$ cat src/logic/spc_regs.svh
// register offsets, fields, reset values and timing of the checker
// Function
// data-segment load passes only if dlv >= clv and dlv >= rlv
// move, pop and far-pointer load forms all get the same check
// readable nonconforming code loaded as data uses the data check
// readable conforming code loaded as data always passes
// read through override of the held readable code segment passes
// stack-segment load needs clv, rlv and dlv all equal
// far transfer loads code segment only after limit, type, privilege pass
// near jump, call and return get no privilege check
// far jump, call and return always get privilege checks; the checker passes call gate, task state and task gate targets unchecked
// far target classified: code selector, call gate, task state, task gate
// direct transfer check inputs: clv, dlv, rlv, conforming flag
// conforming flag set selects conforming rule, clear nonconforming rule
// privilege levels are two bits, 0 to 3, larger is less privileged
// requested level is the two low bits of the loaded selector
// current level sits in low two bits of code and stack registers
// verdict appears in the same cycle as the segment write enable
`ifndef SPC_REGS_SVH
`define SPC_REGS_SVH

// ==========================================================
// register offsets
`define SPC_CTRL_OFS          8'h00
`define SPC_STATUS_OFS        8'h04
`define SPC_SEGS_OFS          8'h08
`define SPC_FAULTS_OFS        8'h0C

// ==========================================================
// fields and reset values
`define SPC_CTRL_CHECK_EN_BIT 0
`define SPC_CTRL_RESET        1'h1
`define SPC_STAT_CLV_LSB      0
`define SPC_STAT_FAULT_BIT    2
`define SPC_STAT_CSRD_BIT     3
`define SPC_STAT_FORM_LSB     4
`define SPC_SEGS_SS_LSB       16
`define SPC_SEL_RESET         16'h0000
`define SPC_PL_MSB            1
`define SPC_RESP_OKAY         2'h0
`define SPC_RESP_SLVERR       2'h2

`endif

$ cat src/logic/spc_priv_cmp.sv
// privilege comparisons for data, stack and code targets
`timescale 1ns/1ns
`include "spc_regs.svh"
module spc_priv_cmp (
  // levels
  input  wire logic [`SPC_PL_MSB:0] clv,
  input  wire logic [`SPC_PL_MSB:0] rlv,
  input  wire logic [`SPC_PL_MSB:0] dlv,
  // verdicts
  output logic                      data_ok,
  output logic                      stack_ok,
  output logic                      conf_ok,
  output logic                      nonconf_ok
);

  // ========================================================
  // numeric compares, larger level is less privileged
  always_comb
  begin
    data_ok    = (dlv >= clv) && (dlv >= rlv);
    stack_ok   = (clv == rlv) && (dlv == clv);
    conf_ok    = (clv >= dlv);
    nonconf_ok = (clv == dlv) && (rlv <= clv);
  end

endmodule

$ cat config.mk
export PLATFORM = sky130hd
export DESIGN_NAME = spc_priv_cmp
export DESIGN_NICKNAME = d
export VERILOG_FILES = /design/src/logic/spc_priv_cmp.sv
export VERILOG_INCLUDE_DIRS = /design/src /design/src/logic
export SDC_FILE = /design/constraint.sdc
export NUM_CORES = 1
export LEC_CHECK = 0
export BUFFER_PORTS_ARGS = -buffer_cell sky130_fd_sc_hd__buf_2
export CAP_MARGIN = 25
export CORE_AREA = 3 3 40 42
export DETAILED_ROUTE_END_ITERATION = 12
export DIE_AREA = 0 0 43 45
export SLEW_MARGIN = 20
export SYNTH_ARGS = -nofsm -noshare
export SYNTH_HDL_FRONTEND = slang
export SYNTH_SLANG_ARGS = --single-unit
$ cat constraint.sdc
create_clock -name vclk -period 2.2
set_input_delay 0.44 -clock vclk [all_inputs]
set_output_delay 0.44 -clock vclk [all_outputs]
set_load 0.01 [all_outputs]
==> flow_summary_export.csv <==
group,metric,value,unit
outcome,status,"finished clean",
grt,grt_pass1_vias,148,
sta,hold_violations,0,
floorplan,fp.dieW,43,um
finish,seq_cell_count,0,
floorplan,core_area,1280,um2
logic_synthesis,syn_area,168,um2
logic_synthesis,yosysSeqAreaShare,0,
place,io_buffer_count,10,
worst_hold_path,min-delay-start,"clv[1]",
logic_synthesis,synth_fa_ha_area_frac,0.448,
worst_setup_path,cpMaxStageDelayCell,"ha_1",
power_and_ir_drop,vdd_drop_max,27.7,uV
logic_synthesis,synth_top_family_by_area,"adder cells",
drt,wl_per_cell,6.62,um
worst_setup_path,start_kind,"input port",
drt,drt_first_pass_iters,1,
logic_synthesis,synth_cell_type_count,9,
sta,post-route-period-util,0.786,
logic_synthesis,yosysWarningCount,0,
logic_synthesis,yosysMostFrequentCell,"inv_1",
floorplan,start_util,0.130,
power_and_ir_drop,power_leakage,0.000157,uW
place,hpwl,326,um
drt,drt-vias-per-instance,3.54,
worst_setup_path,endpoint_kind,"output pin",
finish,nClkBuffers,0,
logic_synthesis,synthesis.nets,37,
finish,syn2layout_area_growth,41.0,%
logic_synthesis,synth_compound_area_frac,0.231,
logic_synthesis,yosys.area_share.xor_xnor,0,
logic_synthesis,synthTopCellsByArea,"ha_1 45%, inv_1 18%, a21o_1 9.0%",
logic_synthesis,syn_avg_cell_area,6.71,um2
worst_setup_path,cp_max_fo,2,
finish,diodes,0,
sta,tightest_slew,0.138,ns
finish,seqCellArea,0,um2
logic_synthesis,synthCells,25,
worst_setup_path,critPathArrivalTime,1.29,ns
sta,maxSlewViolCount,0,
logic_synthesis,synth_mux_area_frac,0,
flow_run,max_cap_viol_count,0,
grt,grt_overflow_total,0,
floorplan,rows,13,
clock_network,cts_setup_buffers,0,
finish,drive_gt1_frac,0.314,
sta,min_period,1.73,ns
sta,rsz0062_at_grt,"false",
drt,routed_wl,331,um
sta,fin_setup_tns,0,ns
finish,fin_cells,50,
place,placed_cells,50,
logic_synthesis,synth_top_area_frac,0.448,
worst_hold_path,hp-class,"in2out",
grt,grt_antenna_before_repair,0,
finish,final_nets,49,
grt,grt_usage,0.0390,
drt,vias,177,
drt,ant_nets,0,
floorplan,dieArea,1940,um2
place,gp_congestion,0.616,
power_and_ir_drop,power_density,198,nW/um2
sta,setup_viol,0,
drt,first_iter_violations,0,
drt,drcViolationCount,0,
worst_setup_path,cp_top_family,"adder cells",
worst_setup_path,cp-startpoint,"clv[1]",
worst_setup_path,path_cells,"buf_2 -> inv_1 -> ha_1 -> a21o_1 -> a21oi_1 -> buf_2",
sta,fmax,578,MHz
worst_setup_path,crit_top_cell,"buf_2",
clock_network,hold_buffers,0,
worst_setup_path,crit_type,"in2out",
clock_network,cts-resized-gates,0,
worst_setup_path,crit_buf_inv,3,
worst_setup_path,worst_ep_required_time,1.76,ns
floorplan,dieHeight,45,um
worst_setup_path,slowest_delay,0.30,ns
sta,maxSlewHeadroom,0.907,
logic_synthesis,synth_commonest_cells,"8 x inv_1, 6 x ha_1",
floorplan,ios,10,
grt,grt_max_degree,4,
grt,grt_pass1_wl,614,um
logic_synthesis,netlist.top_cell.by_area,"ha_1",
logic_synthesis,synth-simple-area-share,0.142,
-- power by group --
group	internal [uW]	switching, uW	total, uW
clock network	0	0	0
registers	0	0	0
logic	22.7	24.2	46.9
total	22.7	24.2	46.9
-- cells by family after synthesis --
logic type | count (synthesis)
AOI/OAI and AO/OA | 6
and+or+nand+nor | 5
buffers and inverters | 8
adders and majority gates | 6
-- area by class of cell --
type	count	area (um2)
inverters	8	30.0
fillers	153	1050
multi-input cells	17	138
well taps	15	18.8
repair buffers	10	50.0
-- through the flow --
| stage | hold slack (ns) | setup WS [ns] | area [um2] | util | total power (uW) |
|---|---|---|---|---|---|
| CTS | 1.34 | 0.451 | 236 | 0.184 | 48.4 |
| finish | 1.33 | 0.470 | 236 | 0.184 | 46.9 |
| floorplan | 1.16 | 0.630 | 168 | - | 30.3 |
| detailed placement | 1.34 | 0.458 | 236 | 0.184 | 48.0 |
| global route | 1.38 | 0.380 | 236 | 0.184 | 55.7 |
| global placement | 1.34 | 0.440 | 236 | 0.184 | 48.2 |
-- metal layers --
| layer | GRT usage | share of wire |
|---|---|---|
| met2 | 0.0808 | 0.53 |
| met5 | 0 | 0 |
| met1 | 0.0429 | 0.39 |
| met4 | 0 | 0 |
| met3 | 0.00797 | 0.069 |
-- worst min-delay path, delay by kind of cell --
| kind | cells | cell delay (ns) |
|---|---|---|
| buf+inv | 2 | 0.21 |
| simple gates | 1 | 0.10 |
| fa+ha+maj | 1 | 0.15 |
-- worst paths after layout --
path | end | slack [ns] | depth (start not counted)
setup / recovery | nonconf_ok | 0.47 | 6
hold / removal | conf_ok | 1.33 | 4
-- cell usage in the layout (no fill, tap or decap) --
master,count
nor2_1,1
a21oi_1,2
ha_1,6
buf_2,10
inv_1,8
nand2b_1,2
o21ai_0,1
a21o_1,2
nand2_1,2
a21oi_2,1
Note: power is estimated with default switching activity, not from simulation.
